### config.mk
export PLATFORM = sky130hd
export DESIGN_NAME = spimsp_port
export DESIGN_NICKNAME = d
export VERILOG_FILES = /design/src/rtl/spimsp_pkg.sv /design/src/rtl/spimsp_sync.sv /design/src/rtl/spimsp_port.sv
export VERILOG_INCLUDE_DIRS = /design/src /design/src/rtl
export SDC_FILE = /design/constraint.sdc
export NUM_CORES = 1
export LEC_CHECK = 0
export BUFFER_PORTS_ARGS = -buffer_cell sky130_fd_sc_hd__buf_2
export CAP_MARGIN = 20
export CORE_MARGIN = 3
export CORE_UTILIZATION = 47
export DETAILED_ROUTE_END_ITERATION = 6
export HOLD_SLACK_MARGIN = 0.02
export PLACE_DENSITY = 0.75
export SYNTH_ARGS = -nofsm -noshare
export SYNTH_HDL_FRONTEND = slang
export SYNTH_SLANG_ARGS = --single-unit
### constraint.sdc
create_clock -name I_CLK -period 3.35 [get_ports I_CLK]
set_input_delay 0.335 -clock I_CLK [delete_from_list [all_inputs] [get_ports I_CLK]]
set_output_delay 0.335 -clock I_CLK [all_outputs]
set_load 0.005 [all_outputs]
### src/rtl/spimsp_defines.svh
// Register map, field positions, reset values and clock divider figures of the SPI port
`ifndef SPIMSP_DEFINES_SVH
`define SPIMSP_DEFINES_SVH

`define SPIMSP_OFS_CONTROL 4'h0
`define SPIMSP_OFS_STATUS 4'h4
`define SPIMSP_OFS_DATA 4'h8
`define SPIMSP_OFS_PINCFG 4'hc

`define SPIMSP_CTL_IRQ_EN 7
`define SPIMSP_CTL_PORT_EN 6
`define SPIMSP_CTL_LSB_FIRST 5
`define SPIMSP_CTL_MASTER 4
`define SPIMSP_CTL_CLOCK_POLARITY 3
`define SPIMSP_CTL_CLOCK_PHASE 2
`define SPIMSP_CTL_RATE_HI 1
`define SPIMSP_CTL_RATE_LO 0

`define SPIMSP_STS_DONE 7
`define SPIMSP_STS_WRITE_COLLISION_FLAG 6
`define SPIMSP_STS_DSPEED 0

`define SPIMSP_PIN_MISO_OUT 0
`define SPIMSP_PIN_MOSI_OUT 1
`define SPIMSP_PIN_SCK_OUT 2
`define SPIMSP_PIN_SS_OUT 3
`define SPIMSP_PIN_SS_LEVEL 4

`define SPIMSP_RST_CONTROL 8'h00
`define SPIMSP_RST_PINCFG 5'h00
`define SPIMSP_RST_DATA 8'h00

// Half SCK periods in system clocks, index {double_speed, rate_hi, rate_lo}
`define SPIMSP_HALF_DIV4 7'h02
`define SPIMSP_HALF_DIV16 7'h08
`define SPIMSP_HALF_DIV64 7'h20
`define SPIMSP_HALF_DIV128 7'h40
`define SPIMSP_HALF_DIV2 7'h01
`define SPIMSP_HALF_DIV8 7'h04
`define SPIMSP_HALF_DIV32 7'h10

`define SPIMSP_LAST_EDGE 4'hf

// Longest master byte in system clocks, 16 edges at the slowest half period
`define SPIMSP_MSHIFT_MAX 11'h400

`endif

### src/rtl/spimsp_pkg.sv
// Types shared by the SPI port modules
package spimsp_pkg;
    typedef enum logic [1:0] {
        SM_IDLE,
        SM_MSHIFT,
        SM_SLAVE
    } spimsp_state_t;
    typedef logic [7:0] spimsp_byte_t;
endpackage

### src/rtl/spimsp_sync.sv
// Two-stage synchroniser for a group of pin levels
module spimsp_sync #(
    parameter int W = 1,
    parameter logic [W-1:0] INIT = '0
) (
    input wire logic i_clk,
    input wire logic i_nrst,
    input wire logic [W-1:0] i_d,
    output logic [W-1:0] o_q
);
    logic [W-1:0] meta_r;

    always_ff @(posedge i_clk or negedge i_nrst) begin
        if (!i_nrst) begin
            meta_r <= INIT;
            o_q <= INIT;
        end else begin
            meta_r <= i_d;
            o_q <= meta_r;
        end
    end
endmodule

### src/rtl/spimsp_port.sv
// SPI master/slave port with Avalon-MM register access
//
// Decided for this implementation: the address map and the Avalon-MM register port.
`include "spimsp_defines.svh"

module spimsp_port (
    input wire logic I_CLK,
    input wire logic I_NRST,
    input wire logic [3:0] I_AVS_ADDRESS,
    input wire logic I_AVS_READ,
    input wire logic I_AVS_WRITE,
    input wire logic [31:0] I_AVS_WRITEDATA,
    input wire logic [3:0] I_AVS_BYTEENABLE,
    output logic [31:0] O_AVS_READDATA,
    output logic O_AVS_WAITREQUEST,
    input wire logic I_IRQ_ACK,
    output logic O_IRQ,
    input wire logic I_SCK,
    output logic O_SCK,
    output logic O_SCK_OE_N,
    input wire logic I_MOSI,
    output logic O_MOSI,
    output logic O_MOSI_OE_N,
    input wire logic I_MISO,
    output logic O_MISO,
    output logic O_MISO_OE_N,
    input wire logic I_SS_N,
    output logic O_SS_N,
    output logic O_SS_OE_N,
    output spimsp_pkg::spimsp_byte_t O_RX_BYTE
);
    import spimsp_pkg::*;

    ////////////////////////////////////////////////////////////////////////////
    // Declarations
    spimsp_state_t st_r;
    spimsp_byte_t ctrl_r;
    spimsp_byte_t sr_r;
    spimsp_byte_t rx_buf_r;
    logic [4:0] pincfg_r;
    logic dspeed_r;
    logic done_r;
    logic write_collision_flag_r;
    logic arm_done_r;
    logic arm_write_collision_flag_r;
    logic rd_ack_r;
    logic [31:0] rdata_r;
    logic sck_r;
    logic sck_prev_r;
    logic samp_r;
    logic [3:0] edge_cnt_r;
    logic [6:0] div_cnt_r;
    logic [2:0] pins_s;
    logic sck_s;
    logic mosi_s;
    logic ss_s;
    logic en;
    logic master_select;
    logic clock_polarity;
    logic clock_phase;
    logic lsb_first;
    logic rd_take;
    logic wr_take;
    logic wr_lane;
    logic data_acc;
    logic data_wr;
    logic busy;
    logic mfault;
    logic edge_ev;
    logic sample_in;
    logic is_sample;
    logic last_edge;
    logic complete;
    logic start;
    logic [6:0] half;

    function automatic spimsp_byte_t shift_in(input spimsp_byte_t v, input logic b, input logic lsb);
        shift_in = lsb ? {b, v[7:1]} : {v[6:0], b};
    endfunction

    ////////////////////////////////////////////////////////////////////////////
    // Pin synchronisers
    // The external master must respect the SCK rate and phase widths for these to see every edge.
    spimsp_sync #(
        .W(3),
        .INIT(3'h1)
    ) u_sync (
        .i_clk(I_CLK),
        .i_nrst(I_NRST),
        .i_d({I_MOSI, I_SCK, I_SS_N}),
        .o_q(pins_s)
    );
    assign mosi_s = pins_s[2];
    assign sck_s = pins_s[1];
    assign ss_s = pins_s[0];

    ////////////////////////////////////////////////////////////////////////////
    // Decode of control and bus strobes
    assign en = ctrl_r[`SPIMSP_CTL_PORT_EN];
    assign master_select = ctrl_r[`SPIMSP_CTL_MASTER];
    assign clock_polarity = ctrl_r[`SPIMSP_CTL_CLOCK_POLARITY];
    assign clock_phase = ctrl_r[`SPIMSP_CTL_CLOCK_PHASE];
    assign lsb_first = ctrl_r[`SPIMSP_CTL_LSB_FIRST];

    assign O_AVS_WAITREQUEST = I_AVS_READ & ~rd_ack_r;
    assign rd_take = I_AVS_READ & rd_ack_r;
    assign wr_take = I_AVS_WRITE;
    assign wr_lane = wr_take & I_AVS_BYTEENABLE[0];
    assign data_acc = (I_AVS_ADDRESS == `SPIMSP_OFS_DATA) & (rd_take | wr_take);
    assign data_wr = wr_lane & (I_AVS_ADDRESS == `SPIMSP_OFS_DATA);

    assign busy = (st_r == SM_MSHIFT) || (st_r == SM_SLAVE && edge_cnt_r != 4'h0);
    assign start = data_wr & ~busy & en & master_select & ~mfault & (st_r == SM_IDLE);
    assign mfault = en & master_select & ~pincfg_r[`SPIMSP_PIN_SS_OUT] & ~ss_s;

    always_comb begin
        // Rate bits only reach the divider; slave timing ignores them
        case ({dspeed_r, ctrl_r[`SPIMSP_CTL_RATE_HI], ctrl_r[`SPIMSP_CTL_RATE_LO]})
            3'h0: half = `SPIMSP_HALF_DIV4;
            3'h1: half = `SPIMSP_HALF_DIV16;
            3'h2: half = `SPIMSP_HALF_DIV64;
            3'h3: half = `SPIMSP_HALF_DIV128;
            3'h4: half = `SPIMSP_HALF_DIV2;
            3'h5: half = `SPIMSP_HALF_DIV8;
            3'h6: half = `SPIMSP_HALF_DIV32;
            default: half = `SPIMSP_HALF_DIV64;
        endcase
    end

    always_comb begin
        edge_ev = 1'b0;
        sample_in = I_MISO;
        case (st_r)
            SM_MSHIFT: begin
                edge_ev = (div_cnt_r == 7'h00);
            end
            SM_SLAVE: begin
                edge_ev = ~ss_s & (sck_s != sck_prev_r);
                sample_in = mosi_s;
            end
            default: begin
                edge_ev = 1'b0;
            end
        endcase
    end
    // Even edges lead; phase picks which kind samples
    assign is_sample = (edge_cnt_r[0] == clock_phase);
    assign last_edge = (edge_cnt_r == `SPIMSP_LAST_EDGE);
    assign complete = edge_ev & last_edge;

    ////////////////////////////////////////////////////////////////////////////
    // Transfer state
    always_ff @(posedge I_CLK or negedge I_NRST) begin
        if (!I_NRST) begin
            st_r <= SM_IDLE;
        end else begin
            case (st_r)
                SM_IDLE: begin
                    if (start) begin
                        st_r <= SM_MSHIFT;
                    end else if (en & ~master_select & ~ss_s) begin
                        st_r <= SM_SLAVE;
                    end
                end
                SM_MSHIFT: begin
                    if (~en | mfault | complete) begin
                        st_r <= SM_IDLE;
                    end
                end
                SM_SLAVE: begin
                    if (~en | master_select | ss_s) begin
                        st_r <= SM_IDLE;
                    end
                end
                default: begin
                    st_r <= SM_IDLE;
                end
            endcase
        end
    end

    always_ff @(posedge I_CLK or negedge I_NRST) begin
        if (!I_NRST) begin
            edge_cnt_r <= 4'h0;
        end else if (st_r == SM_IDLE || (st_r == SM_SLAVE && (ss_s | ~en | master_select)) || mfault) begin
            edge_cnt_r <= 4'h0;
        end else if (edge_ev) begin
            edge_cnt_r <= edge_cnt_r + 4'h1;
        end
    end

    always_ff @(posedge I_CLK or negedge I_NRST) begin
        if (!I_NRST) begin
            div_cnt_r <= 7'h00;
        end else if (start || (st_r == SM_MSHIFT && div_cnt_r == 7'h00)) begin
            div_cnt_r <= half - 7'h01;
        end else if (st_r == SM_MSHIFT) begin
            div_cnt_r <= div_cnt_r - 7'h01;
        end
    end

    always_ff @(posedge I_CLK or negedge I_NRST) begin
        if (!I_NRST) begin
            sck_r <= 1'b0;
        end else if (st_r == SM_MSHIFT && edge_ev && !complete) begin
            sck_r <= ~sck_r;
        end else if (st_r != SM_MSHIFT || complete) begin
            sck_r <= clock_polarity;
        end
    end

    always_ff @(posedge I_CLK or negedge I_NRST) begin
        if (!I_NRST) begin
            sck_prev_r <= 1'b0;
        end else begin
            sck_prev_r <= sck_s;
        end
    end

    // Shift register doubles as the single transmit buffer
    always_ff @(posedge I_CLK or negedge I_NRST) begin
        if (!I_NRST) begin
            sr_r <= `SPIMSP_RST_DATA;
            samp_r <= 1'b0;
        end else if (data_wr && !busy) begin
            sr_r <= I_AVS_WRITEDATA[7:0];
        end else if (edge_ev) begin
            if (is_sample) begin
                samp_r <= sample_in;
                // A master keeps MOSI still on its own sampling edge
                if (last_edge && st_r == SM_SLAVE) begin
                    sr_r <= shift_in(sr_r, sample_in, lsb_first);
                end
            end else if (!(clock_phase && edge_cnt_r == 4'h0)) begin
                sr_r <= shift_in(sr_r, samp_r, lsb_first);
            end
        end
    end

    always_ff @(posedge I_CLK or negedge I_NRST) begin
        if (!I_NRST) begin
            rx_buf_r <= `SPIMSP_RST_DATA;
        end else if (complete) begin
            rx_buf_r <= clock_phase ? shift_in(sr_r, sample_in, lsb_first) : shift_in(sr_r, samp_r, lsb_first);
        end
    end

    ////////////////////////////////////////////////////////////////////////////
    // Control, pin configuration and flags
    always_ff @(posedge I_CLK or negedge I_NRST) begin
        if (!I_NRST) begin
            ctrl_r <= `SPIMSP_RST_CONTROL;
        end else if (mfault) begin
            ctrl_r[`SPIMSP_CTL_MASTER] <= 1'b0;
        end else if (wr_lane && I_AVS_ADDRESS == `SPIMSP_OFS_CONTROL) begin
            ctrl_r <= I_AVS_WRITEDATA[7:0];
        end
    end

    always_ff @(posedge I_CLK or negedge I_NRST) begin
        if (!I_NRST) begin
            pincfg_r <= `SPIMSP_RST_PINCFG;
            dspeed_r <= 1'b0;
        end else if (wr_lane && I_AVS_ADDRESS == `SPIMSP_OFS_PINCFG) begin
            pincfg_r <= I_AVS_WRITEDATA[4:0];
        end else if (wr_lane && I_AVS_ADDRESS == `SPIMSP_OFS_STATUS) begin
            dspeed_r <= I_AVS_WRITEDATA[`SPIMSP_STS_DSPEED];
        end
    end

    always_ff @(posedge I_CLK or negedge I_NRST) begin
        if (!I_NRST) begin
            arm_done_r <= 1'b0;
            arm_write_collision_flag_r <= 1'b0;
        end else if (rd_take && I_AVS_ADDRESS == `SPIMSP_OFS_STATUS) begin
            arm_done_r <= rdata_r[`SPIMSP_STS_DONE];
            arm_write_collision_flag_r <= rdata_r[`SPIMSP_STS_WRITE_COLLISION_FLAG];
        end else if (data_acc) begin
            arm_done_r <= 1'b0;
            arm_write_collision_flag_r <= 1'b0;
        end
    end

    // A new event in the clearing cycle wins over the clear
    always_ff @(posedge I_CLK or negedge I_NRST) begin
        if (!I_NRST) begin
            done_r <= 1'b0;
        end else if (complete || mfault) begin
            done_r <= 1'b1;
        end else if (I_IRQ_ACK || (data_acc && (arm_done_r || arm_write_collision_flag_r))) begin
            done_r <= 1'b0;
        end
    end

    always_ff @(posedge I_CLK or negedge I_NRST) begin
        if (!I_NRST) begin
            write_collision_flag_r <= 1'b0;
        end else if (data_wr && busy) begin
            write_collision_flag_r <= 1'b1;
        end else if (data_acc && arm_write_collision_flag_r) begin
            write_collision_flag_r <= 1'b0;
        end
    end

    ////////////////////////////////////////////////////////////////////////////
    // Avalon read path, one wait state
    always_ff @(posedge I_CLK or negedge I_NRST) begin
        if (!I_NRST) begin
            rd_ack_r <= 1'b0;
            rdata_r <= 32'h0000_0000;
        end else begin
            rd_ack_r <= I_AVS_READ & ~rd_ack_r;
            if (I_AVS_READ && !rd_ack_r) begin
                if (I_AVS_ADDRESS == `SPIMSP_OFS_CONTROL) begin
                    rdata_r <= {24'h00_0000, ctrl_r};
                end else if (I_AVS_ADDRESS == `SPIMSP_OFS_STATUS) begin
                    rdata_r <= {24'h00_0000, done_r, write_collision_flag_r, 5'h00, dspeed_r};
                end else if (I_AVS_ADDRESS == `SPIMSP_OFS_DATA) begin
                    rdata_r <= {24'h00_0000, rx_buf_r};
                end else if (I_AVS_ADDRESS == `SPIMSP_OFS_PINCFG) begin
                    rdata_r <= {27'h000_0000, pincfg_r};
                end else begin
                    rdata_r <= 32'h0000_0000;
                end
            end
        end
    end
    assign O_AVS_READDATA = rdata_r;

    ////////////////////////////////////////////////////////////////////////////
    // Outputs
    assign O_IRQ = done_r & ctrl_r[`SPIMSP_CTL_IRQ_EN];
    assign O_RX_BYTE = rx_buf_r;
    assign O_SCK = sck_r;
    assign O_MOSI = lsb_first ? sr_r[0] : sr_r[7];
    assign O_MISO = lsb_first ? sr_r[0] : sr_r[7];
    assign O_SS_N = pincfg_r[`SPIMSP_PIN_SS_LEVEL];
    assign O_SCK_OE_N = ~(en & master_select & pincfg_r[`SPIMSP_PIN_SCK_OUT]);
    assign O_MOSI_OE_N = ~(en & master_select & pincfg_r[`SPIMSP_PIN_MOSI_OUT]);
    assign O_MISO_OE_N = ~(en & ~master_select & ~ss_s & pincfg_r[`SPIMSP_PIN_MISO_OUT]);
    assign O_SS_OE_N = ~(en & master_select & pincfg_r[`SPIMSP_PIN_SS_OUT]);

    ////////////////////////////////////////////////////////////////////////////
    // Checks
    // Cycles spent in the current master byte
    logic [10:0] mshift_cyc_r;

    always_ff @(posedge I_CLK or negedge I_NRST) begin
        if (!I_NRST) begin
            mshift_cyc_r <= 11'h000;
        end else if (st_r == SM_MSHIFT) begin
            mshift_cyc_r <= mshift_cyc_r + 11'h001;
        end else begin
            mshift_cyc_r <= 11'h000;
        end
    end
endmodule

==> results by group, run 1 <==
Timing
  • Final min period: just over 3000 ps
  • FMAX: 328 MHz
  • Final period util: about nine tenths
  • Slew @ Worst Pin: about 800 ps
  • Final setup vio count: 0
  • Final worst slack: between 300 and 400 ps
  • Clk_skew: about 9.7 ps
  • Slew HR: between 40% and 50%
  • Final Hold Vio Count: 0
  • WHS: roughly 83 ps
  • RSZ-0062 raised after global routing: false
  • Setup tns final: 0 ps
  • Slew Limit Fails: 0

Clock network
  • H-tree depth: 3
  • Clock buffer depth: 2
  • CTS Sinks: 65
  • CTS clock-pin slew for the worst setup and hold paths: ~70 ps
  • Post-CTS Setup Bufs: 0
  • Worst-skew pair later-pin latency: approximately 350 ps
  • CTS Buf Count: 9
  • CTS tree: done
  • Root Driver: clkbuf_8

Critical path
  • CP startpoint: edge_cnt_r[0]
  • R2R cell count: 11
  • Startpoint types: register
  • Crit Path Category: register to register
  • R2r setup slk: 300 ps
  • Crit path to: div_cnt_r[4]
  • Worst R2R End: div_cnt_r[4]
  • Worst R2R Start: edge_cnt_r[0]
  • Crit path DAT: around 3300 ps
  • Crit path capture type: register
  • CP max FO: 15
  • Req. time, crit path: approximately 3600 ps

Floorplanning
  • Num rows: 31
  • Core Box Area: about 7300 um2
  • IO Pins: between 90 and 100
  • Die Ht: between 90 and 100 um
  • DIE AREA: ~8700 um2
  • Starting density of the core: 48.8%
  • Die W: 93.2 um

Place
  • Placed cell areas: 3820 um2
  • Cell total after placement: 480
  • PortBufs: 47
  • Pre-CTS WS: 154 ps
  • Routability cong.: approximately 0.86
  • DP Wirelength: 5660 um

Synthesis
  • Dominant cells by area after synthesis: dfrtp_1, mux2_2, mux2i_1
  • Fraction of synthesized area in multiplexers: 14.7%
  • EDFF count, synth: 0
  • Synth Area in Adders: ~2.1%
  • Largest family of logic cells by synthesized area: multiplexers
  • Share of the synthesized area in the top cell type: 44.1%
  • Cell variety after synth: between 50 and 60
  • Post-Synth Simple-Gate Area: 13.8%
  • Primary FF master, synth: dfrtp_1
  • Post-synthesis register bit count: 65
  • Syn. warnings: 0
  • XOR/XNOR Fraction of Synth Area: a little under 3%
  • Largest area contributor in the netlist: dfrtp_1
  • Synth Area per Inst: 10.4 um2
  • Mapped Cells: about 340
  • Synth async-reset ratio: 100%
  • Compound-Gate Fraction of Synth Area: approximately an eighth
  • Seq/Total Area, Yosys: 45.6%
  • Synthesized area: about 3600 um2

Routing
  • Drt total wl: ~7600 um
  • Via/cell ratio: around 5.2
  • Antenna-violating nets left: 0
  • Vias post-DR: 2,609
  • DRC: 0
  • 1st-iter DRT viols: between 150 and 200
  • Wirelength per Cell: between 15 and 20 um
  • Initial DRT Pass Iterations: 4

Pwr
  • Clock group share of total power: between 30% and 40%
  • Max VDD drop: ~0.00038 V
  • Power Density: roughly 550 nW/um2
  • Pint: between 1.5 and 2 mW
  • Sequential share of power: roughly 44%
  • Sw Share: a little under a third
  • P_sw: between 600 and 700 uW
  • Logic pwr share: between 20% and 30%
  • Pwr Total: about 2.2 mW
  • Leakage power: around 1.9 nW

Final layout
  • Total Nets Final: ~450
  • Finished Layout Cells: roughly 500
  • P&R area growth vs syn: 13.8%
  • Finished Cell Area: about 4100 um2
  • Finished Core Util: between 50% and 60%
  • Share of layout cells above drive strength 1: 28.6%
  • Ant diodes: 0
  • Filler cells: approximately 640

Flow run
  • Max-cap viol count: 0

Global routing
  • Initial antenna violation count: 1
  • First-pass GRT wire length: 12,600 um
  • Overflow after GRT: 0
  • Aggregate global-route resource usage: a little under a fifth
  • Vias in the first global route: roughly 2,600
  • Largest net degree at the start of global routing: 45

Min path
  • Hold crit path type: input port to register

Status
  • Status: finished, final reports clean
how the worst min path moves through the flow:
stage / to / from / slack [ps] / cells after the start
after floorplan: O_AVS_READDATA[0] / I_NRST / 40 / 0
after global placement: u_sync.meta_r[1] / I_NRST / 320 / 1
after detailed placement: u_sync.meta_r[1] / I_NRST / 320 / 1
after CTS: u_sync.meta_r[0] / I_SS_N / 80 / 1
after global routing: u_sync.meta_r[0] / I_SS_N / 80 / 1
final: u_sync.meta_r[0] / I_SS_N / 80 / 1
repair_timing:
item | in CTS | in global routing
gates resized for setup | 0 | 2
endpoints found under the hold margin | 21 | 0
setup endpoints to repair | 0 | 3
hold buffers | 1 | 0
cell usage after synthesis, types with 2 or more instances:
cell type	instances
a21oi_1	16
a211oi_1	3
a21o_1	2
nor3_1	7
dfstp_2	2
nand2b_1	3
o21ai_0	13
nor2_1	28
nand3b_1	2
a22o_1	9
clkbuf_1	7
mux2i_1	22
o21ai_2	3
mux2_2	25
o31ai_1	2
nor4_1	2
xor2_1	3
inv_1	11
ha_1	6
nand3_1	12
dfrtp_1	63
buf_4	26
xnor2_1	9
buf_2	3
o21ai_1	3
a31oi_1	2
nand2_1	29
and2_1	2
layout by cell type, fill, tap and decap left out, types with 5 or more instances in the layout:
cell type / count
nor2_1: 28
clkbuf_8: 10
mux2i_1: 22
xnor2_1: 9
ha_1: 5
buf_2: 47
buf_4: 7
a22o_1: 9
nand3_1: 12
conb_1: 24
inv_1: 11
a21oi_1: 16
nor3_1: 7
o21ai_0: 13
dfrtp_1: 63
mux2_2: 25
nand2_1: 29
registers in the layout, summed over array words and instances, names as in the netlist:
name / count
done_r: 1
O_SCK: 1
edge_cnt_r: 4
div_cnt_r: 7
write_collision_flag_r: 1
sr_r: 8
st_r: 2
pincfg_r: 5
u_sync.o_q: 3
O_AVS_READDATA: 8
dspeed_r: 1
ctrl_r: 8
rd_ack_r: 1
u_sync.meta_r: 3
arm_write_collision_flag_r: 1
arm_done_r: 1
samp_r: 1
sck_prev_r: 1
O_RX_BYTE: 8
power by group through the flow:
| stage | combinational (mW) | sequential (mW) | clock (mW) |
|---|---|---|---|
| floorplan | 0.418 | 0.959 | 0 |
| global placement | 0.477 | 1.00 | 0 |
| detailed placement | 0.488 | 1.01 | 0 |
| CTS | 0.495 | 0.995 | 0.771 |
| global route | 0.552 | 1.01 | 0.805 |
| finish | 0.495 | 0.996 | 0.759 |
logic make-up (layout without fill, tap and decap cells):
kind of cell	Yosys count	after routing
compound gates	62	62
xor+xnor	12	12
fa+ha+maj	6	6
buf+inv	51	82
flops	65	65
mux	48	48
other cells	1	24
simple gates	99	99
worst max-delay path, cell delays in order, from the launching register on:
cell and delay (ps):
dfrtp_1 470, inv_1 90, ha_1 130, or3b_2 520
a2111oi_4 440, a31oi_4 240, a21oi_1 230, ha_2 260
nand2_1 110, nor3_1 190, xnor2_1 150, a21oi_1 80
per-layer routing:
metal,part of all wire [%],vias to the layer above,track usage (%)
met5,0.13,-,0
met4,2.5,2,8.79
met3,5.1,20,4.18
met2,46,73,28.0
met1,46,1260,25.3
li1,-,1254,-
area by class of cell:
| class | instances | area (um2) | area share [%] |
|---|---|---|---|
| Timing Repair Buffer | 55 | 298 | 7.32 |
| Inverter | 11 | 41.3 | 1.01 |
| Sequential cell | 65 | 1630 | 40.0 |
| Clock buffer | 10 | 138 | 3.38 |
| Multi-Input combinational cell | 251 | 1750 | 43.0 |
| Tap cell | 99 | 124 | 3.04 |
| Clock inverter | 6 | 90.1 | 2.21 |
Note: power is estimated with default switching activity, not from simulation.
==> inputs of run 2 (changes only) <==
--- a/config.mk
+++ b/config.mk
@@ -6,13 +6,14 @@
 export SDC_FILE = /design/constraint.sdc
 export NUM_CORES = 1
 export LEC_CHECK = 0
+export ABC_AREA = 1
 export BUFFER_PORTS_ARGS = -buffer_cell sky130_fd_sc_hd__buf_2
 export CAP_MARGIN = 20
 export CORE_MARGIN = 3
-export CORE_UTILIZATION = 47
+export CORE_UTILIZATION = 48
 export DETAILED_ROUTE_END_ITERATION = 6
 export HOLD_SLACK_MARGIN = 0.02
-export PLACE_DENSITY = 0.75
+export PLACE_DENSITY = 0.76
 export SYNTH_ARGS = -nofsm -noshare
 export SYNTH_HDL_FRONTEND = slang
 export SYNTH_SLANG_ARGS = --single-unit
==> run 2 against run 1 <==
Flip-flop and latch count is the same; total power shrank 0.72%; sequential share of layout area shrank 0.34 points; die area rose by 0.14%; clock skew grew 5.0 ps; via count rose by 20%; cell area rose by 0.86%; critical path type unchanged.
==> results by group, run 2 <==
Synthesis
  • Synth Area per Inst: 8.00 um2 (-23%)
  • Synthesized area: 3660 um2 (+2.3%)
  • EDFF count, synth: 0 (unchanged)
  • Mapped Cells: 457 (+33%)
  • Syn. warnings: 0 (unchanged)
  • Primary FF master, synth: dfrtp_1
  • Synth async-reset ratio: 100% (unchanged)
  • Dominant cells by area after synthesis: dfrtp_1, nand2_1, o21ai_0
  • Cell variety after synth: 46 (-19%)
  • Synth top cells by count: nand2_1, dfrtp_1, inv_1
  • Largest area contributor in the netlist: dfrtp_1
  • Seq/Total Area, Yosys: 44.5% (-1.0 points)
  • Most frequent cell after synthesis: nand2_1
  • Post-synthesis register bit count: 65 (unchanged)
  • Share of the synthesized area in the top cell type: 43.1% (-0.98 points)

Timing
  • Clk_skew: 14.8 ps (+5.03 ps)
  • Final period util: 76.0% (-15 points)
  • Final setup vio count: 0 (unchanged)
  • Slew @ Worst Pin: 862 ps (+80.1 ps)
  • Final Hold Vio Count: 0 (unchanged)
  • FMAX: 393 MHz (+20%)
  • RSZ-0062 raised after global routing: false
  • Setup tns final: 0 ps (unchanged)
  • Final worst slack: 803 ps (+499 ps)
  • Slew HR: 42.5% (-5.1 points)
  • Slew Limit Fails: 0 (unchanged)
  • Final min period: 2550 ps (-499 ps)

Routing
  • Antenna-violating nets left: 0 (unchanged)
  • DRC: 0 (unchanged)
  • Wirelength per Cell: 13.4 um (-13%)
  • Initial DRT Pass Iterations: 5 (+1)
  • 1st-iter DRT viols: 172 (-4.4%)
  • Drt total wl: 8230 um (+7.9%)
  • Vias post-DR: 3,127 (+20%)
  • Via/cell ratio: 5.10 (-2.8%)

Final layout
  • Ant diodes: 0 (unchanged)
  • P&R area growth vs syn: 12.2%
  • Total Nets Final: 564 (+26%)
  • Finished Core Util: 56.0% (+0.48 points)
  • Finished Layout Cells: 613 (+23%)
  • Most common cell after layout, fill and taps aside: nand2_1
  • Leading cell types in the layout, fill and taps excluded: nand2_1, dfrtp_1, inv_1
  • Share of layout cells above drive strength 1: 17.5% (-11 points)

Floorplanning
  • Core Box Area: 7330 um2 (unchanged)
  • DIE AREA: 8700 um2 (+0.14%)
  • Die Ht: 93.3 um (about the same)
  • Num rows: 31 (unchanged)
  • Die W: 93.3 um (about the same)
  • IO Pins: 99 (unchanged)
  • Starting density of the core: 49.9% (+1.1 points)

Clock network
  • Post-CTS Hold Fix Bufs: 0 (-1)
  • CTS clock-pin slew for the worst setup and hold paths: 70 ps (about the same)
  • Post-CTS Setup Bufs: 0 (unchanged)
  • H-tree depth: 3 (unchanged)
  • Worst-skew pair later-pin latency: 350 ps (about the same)
  • Clock buffer depth: 2 (unchanged)
  • CTS Sinks: 65 (unchanged)
  • Root Driver: clkbuf_8
  • CTS-repair resized insts: 0 (unchanged)
  • CTS Buf Count: 9 (unchanged)
  • CTS tree: done

Place
  • Pre-CTS WS: 781 ps (+628 ps)
  • Routability cong.: 0.876 (+1.4%)
  • Cell total after placement: 597 (+24%)
  • PortBufs: 47 (unchanged)
  • DP Wirelength: 6310 um (+11%)

Critical path
  • Critical Path Max Stage Delay: 400 ps (-120 ps)
  • Worst path slowest cell: dfrtp_1
  • Crit path DAT: 2760 ps (-500 ps)
  • Crit Path Category: register to register
  • Ordered cell list for the critical path: inv_1 > ha_1 > inv_2 > nor4_4 > nand2_4 > a21boi_4 > nand2_1 > nand4_1 > o21ai_0 > nand2_1 > o21ai_1
  • Crit path capture type: register
  • Req. time, crit path: 3570 ps (about the same)
  • Most frequent cell on the critical path: nand2_1
  • Worst Path Buf+Inv: 2 (+1)
  • Cell family with most CP delay: simple AND/OR/NAND/NOR gates
  • Startpoint types: register
  • CP max FO: 16 (+1)

Min path
  • Hold crit path type: input port to register

Status
  • Status: finished, final reports clean

Global routing
  • Aggregate global-route resource usage: 20.9% (+2.3 points)
  • First-pass GRT wire length: 14,300 um (+14%)
  • Initial antenna violation count: 1 (unchanged)
  • Vias in the first global route: 3,112 (+19%)
  • Overflow after GRT: 0 (unchanged)
  • Largest net degree at the start of global routing: 40 (-11%)

Pwr
  • Max VDD drop: 0.000327 V (-14%)
  • Power Density: 544 nW/um2 (-1.6%)
  • Pwr Total: 2.23 mW (-0.72%)
  • Leakage power: 2.05 nW (+9.7%)

Flow run
  • Max-cap viol count: 0 (unchanged)
[run 2: logic make-up after synthesis]
logic type                 Yosys count  share of synthesized area [%]
adders and majority gates            6                           2.05
and+or+nand+nor                    191                           23.5
buffers and inverters               98                           13.0
muxes                                3                          0.889
xor gates and xnor gates             2                          0.479
AOI/OAI and AO/OA                   91                           15.4
other                                1                          0.103
DFF                                 65                           44.5
[run 2: worst reg2reg max path, delay by kind of cell, from the launching register on]
kind            cells  cell delay, ps
compound gates      3             500
simple gates        5            1040
fa+ha+maj           1             300
flops               1             400
buf+inv             2             180
[run 2: final timing paths]
| path | startpoint | end | slack (ps) | cells after the start |
|---|---|---|---|---|
| hold reg to reg | u_sync.meta_r[2] | u_sync.o_q[2] | 350 | 0 |
| hold / removal | I_SS_N | u_sync.meta_r[0] | 90 | 1 |
| setup reg to reg | st_r[1] | st_r[1] | 800 | 11 |
| min in group asynchronous | I_NRST | O_RX_BYTE[3] | 100 | 1 |
| setup / recovery | st_r[1] | st_r[1] | 800 | 11 |
| max in group asynchronous | I_NRST | edge_cnt_r[2] | 2530 | 2 |
[run 2: final cells by class]
| class | count | area (um2) |
|---|---|---|
| clock buffer | 11 | 141 |
| sequential | 65 | 1630 |
| multi-input combinational | 317 | 1640 |
| inverter | 64 | 240 |
| fill | 689 | 3230 |
| timing repair buffer | 52 | 273 |
| tap | 99 | 124 |
| clock inverter | 5 | 56.3 |
[run 2: layer usage]
layer | vias up | track usage (%) | wire [um]
met4 | 0 | 7.94 | 160
li1 | 1545 | - | -
met3 | 13 | 7.00 | 598
met1 | 1479 | 26.0 | 3560
met5 | - | 0 | 0
met2 | 90 | 33.5 | 3910
[run 2: where the power goes]
group / leakage [nW] / switching [mW] / internal [mW] / total [mW]
registers: 0.808 / 0.108 / 0.911 / 1.02
logic: 1.15 / 0.340 / 0.208 / 0.548
clock network: 0.0993 / 0.303 / 0.363 / 0.666
total: 2.05 / 0.752 / 1.48 / 2.23
[run 2: stage by stage]
| stage | hold WS (ps) | area (um2) |
|---|---|---|
| floorplan | 39.4 | 3740 |
| global placement | 333 | 3910 |
| detailed placement | 337 | 3910 |
| CTS | 61.8 | 4100 |
| global route | 55.7 | 4100 |
| finish | 86.2 | 4100 |
==> inputs of run 3 (changes only) <==
==> constraint.sdc (replaced) <==
create_clock -name I_CLK -period 2.2 [get_ports I_CLK]
set_input_delay 0.22 -clock I_CLK [delete_from_list [all_inputs] [get_ports I_CLK]]
set_output_delay 0.22 -clock I_CLK [all_outputs]
set_load 0.005 [all_outputs]
==> run 3 against run 2 <==
Combinational power increased by 67%; worst setup slack lost 670 ps; sequential share of layout area shrank 2.0 points; core utilization up 3.0 points; fmax rose by 23%; flip-flop and latch count stayed put; clock power up 34%; critical endpoint is now div_cnt_r[4]; hold slack better by 2.1 ps; highest routed layer is now met5; wire length up 6.0%.
==> results by group, run 3 (synthesis results as in run 2) <==
Status
  • Status: finished, final reports clean

Final layout
  • Finished Layout Cells: 634 (+3.4%)
  • Leading cell types in the layout, fill and taps excluded: nand2_1, dfrtp_1, inv_1
  • Ant diodes: 0 (unchanged)
  • Finished Cell Area: 4330 um2 (+5.4%)
  • Total Nets Final: 585 (+3.7%)
  • P&R area growth vs syn: 18.3%
  • Share of layout cells above drive strength 1: 21.9% (+4.4 points)
  • Finished Core Util: 59.0% (+3.0 points)
  • Most common cell after layout, fill and taps aside: nand2_1
  • Filler cells: 663 (-3.8%)

Critical path
  • Worst R2R Start: st_r[1]
  • R2r setup slk: 140 ps (-670 ps)
  • Req. time, crit path: 2440 ps (-1130 ps)
  • Startpoint types: register
  • Crit Path Category: register to register
  • Crit path DAT: 2300 ps (-460 ps)
  • R2R cell count: 14 (+3)
  • Worst R2R End: div_cnt_r[4]
  • CP max FO: 5 (-11)
  • Crit path to: div_cnt_r[4]
  • Crit path capture type: register
  • CP startpoint: st_r[1]

Clock network
  • H-tree depth: 3 (unchanged)
  • CTS tree: done
  • Clock buffer depth: 2 (unchanged)
  • CTS Buf Count: 9 (unchanged)
  • Root Driver: clkbuf_8
  • CTS Sinks: 65 (unchanged)
  • CTS clock-pin slew for the worst setup and hold paths: 70 ps (about the same)
  • Worst-skew pair later-pin latency: 340 ps (about the same)

Timing
  • Slew @ Worst Pin: 572 ps (-290 ps)
  • Setup tns final: 0 ps (unchanged)
  • Final period util: 93.7% (+18 points)
  • Slew HR: 61.9% (+19 points)
  • Final Hold Vio Count: 0 (unchanged)
  • RSZ-0062 raised after global routing: true
  • Final min period: 2060 ps (-484 ps)
  • Final setup vio count: 0 (unchanged)
  • Clk_skew: 6.45 ps (-8.31 ps)
  • Slew Limit Fails: 0 (unchanged)
  • FMAX: 485 MHz (+23%)

Flow run
  • Max-cap viol count: 0 (unchanged)

Global routing
  • Initial antenna violation count: 1 (unchanged)
  • First-pass GRT wire length: 14,300 um (-0.20%)
  • Vias in the first global route: 3,142 (+0.96%)
  • Largest net degree at the start of global routing: 66 (+65%)
  • Overflow after GRT: 0 (unchanged)
  • Aggregate global-route resource usage: 20.8% (-0.028 points)

Routing
  • Vias post-DR: 3,238 (+3.5%)
  • Via/cell ratio: 5.11 (+0.12%)
  • 1st-iter DRT viols: 196 (+14%)
  • Wirelength per Cell: 13.8 um (+2.5%)
  • Drt total wl: 8720 um (+6.0%)
  • DRC: 0 (unchanged)
  • Antenna-violating nets left: 0 (unchanged)
  • Initial DRT Pass Iterations: 5 (unchanged)

Place
  • Routability cong.: 0.878 (+0.26%)
  • PortBufs: 47 (unchanged)
  • DP Wirelength: 6550 um (+3.7%)
  • Placed cell areas: 4040 um2 (+3.4%)
  • Cell total after placement: 613 (+2.7%)

Min path
  • HP Start: I_IRQ_ACK
  • Hold crit path type: input port to register

Floorplanning
  • Starting density of the core: 49.9% (unchanged)
  • Num rows: 31 (unchanged)
  • IO Pins: 99 (unchanged)
  • Core Box Area: 7330 um2 (unchanged)
  • Die Ht: 93.3 um (unchanged)
  • DIE AREA: 8700 um2 (unchanged)
  • Die W: 93.3 um (unchanged)

Pwr
  • Power Density: 775 nW/um2 (+42%)
  • Max VDD drop: 0.000508 V (+55%)
  • Leakage power: 2.16 nW (+5.1%)
run 3: how the worst min path moves through the flow:
stage	end	depth (start not counted)
floorplan	O_AVS_READDATA[0]	0
global placement	arm_write_collision_flag_r	2
detailed placement	done_r	2
CTS	done_r	2
global route	done_r	2
finish	done_r	2
run 3: report_power, final:
| part | total (mW) | internal (mW) | switching (mW) |
|---|---|---|---|
| Sequential | 1.54 | 1.39 | 0.155 |
| Combinational | 0.916 | 0.361 | 0.555 |
| Clock | 0.895 | 0.435 | 0.459 |
| Total | 3.35 | 2.18 | 1.17 |
run 3: worst max-delay path, stage by stage, from the launching register on:
cell	delay, ps
dfrtp_1	370
inv_1	80
ha_2	190
buf_4	140
a21oi_2	160
nand4_4	160
nand2_4	120
nand2_1	50
nand2_1	80
ha_2	190
inv_2	50
nor2_4	120
nand4_1	100
nand3_1	80
nand2_1	50
run 3: what timing repair did:
| action | in CTS | in global routing |
|---|---|---|
| buffers inserted | 0 | 1 |
| pin swaps | 0 | 7 |
| hold endpoints to repair | 66 | 0 |
| hold buffers | 4 | 0 |
| resized for setup | 2 | 17 |
| setup endpoints to repair | 2 | 23 |
run 3: metrics by stage:
step | hold WS, ps | setup WS, ps | total power, mW
final | 88.2 | 138 | 3.35
after floorplan | -75.6 | 53.0 | 2.17
after global placement | 266 | 62.0 | 2.40
after detailed placement | 267 | -99.2 | 2.45
after CTS | 75.5 | 32.7 | 3.36
after global routing | 92.7 | -45.6 | 3.58
run 3: final cells by class:
type | instances | area (um2) | share of cell area, %
Clock buffer | 11 | 141 | 3.27
Tap cell | 99 | 124 | 2.86
Multi-Input combinational cell | 317 | 1680 | 38.8
Clock inverter | 5 | 31.3 | 0.723
Timing Repair Buffer | 73 | 480 | 11.1
Inverter | 64 | 240 | 5.55
Sequential cell | 65 | 1630 | 37.7
run 3: per-layer routing:
metal  share of wire, %  global-route usage (%)  routed length, um
met1                 42                    26.0               3660
met2                 49                    35.0               4310
met3                7.6                    5.95                661
met4               0.93                    6.35                 81
met5               0.15                       0                 13
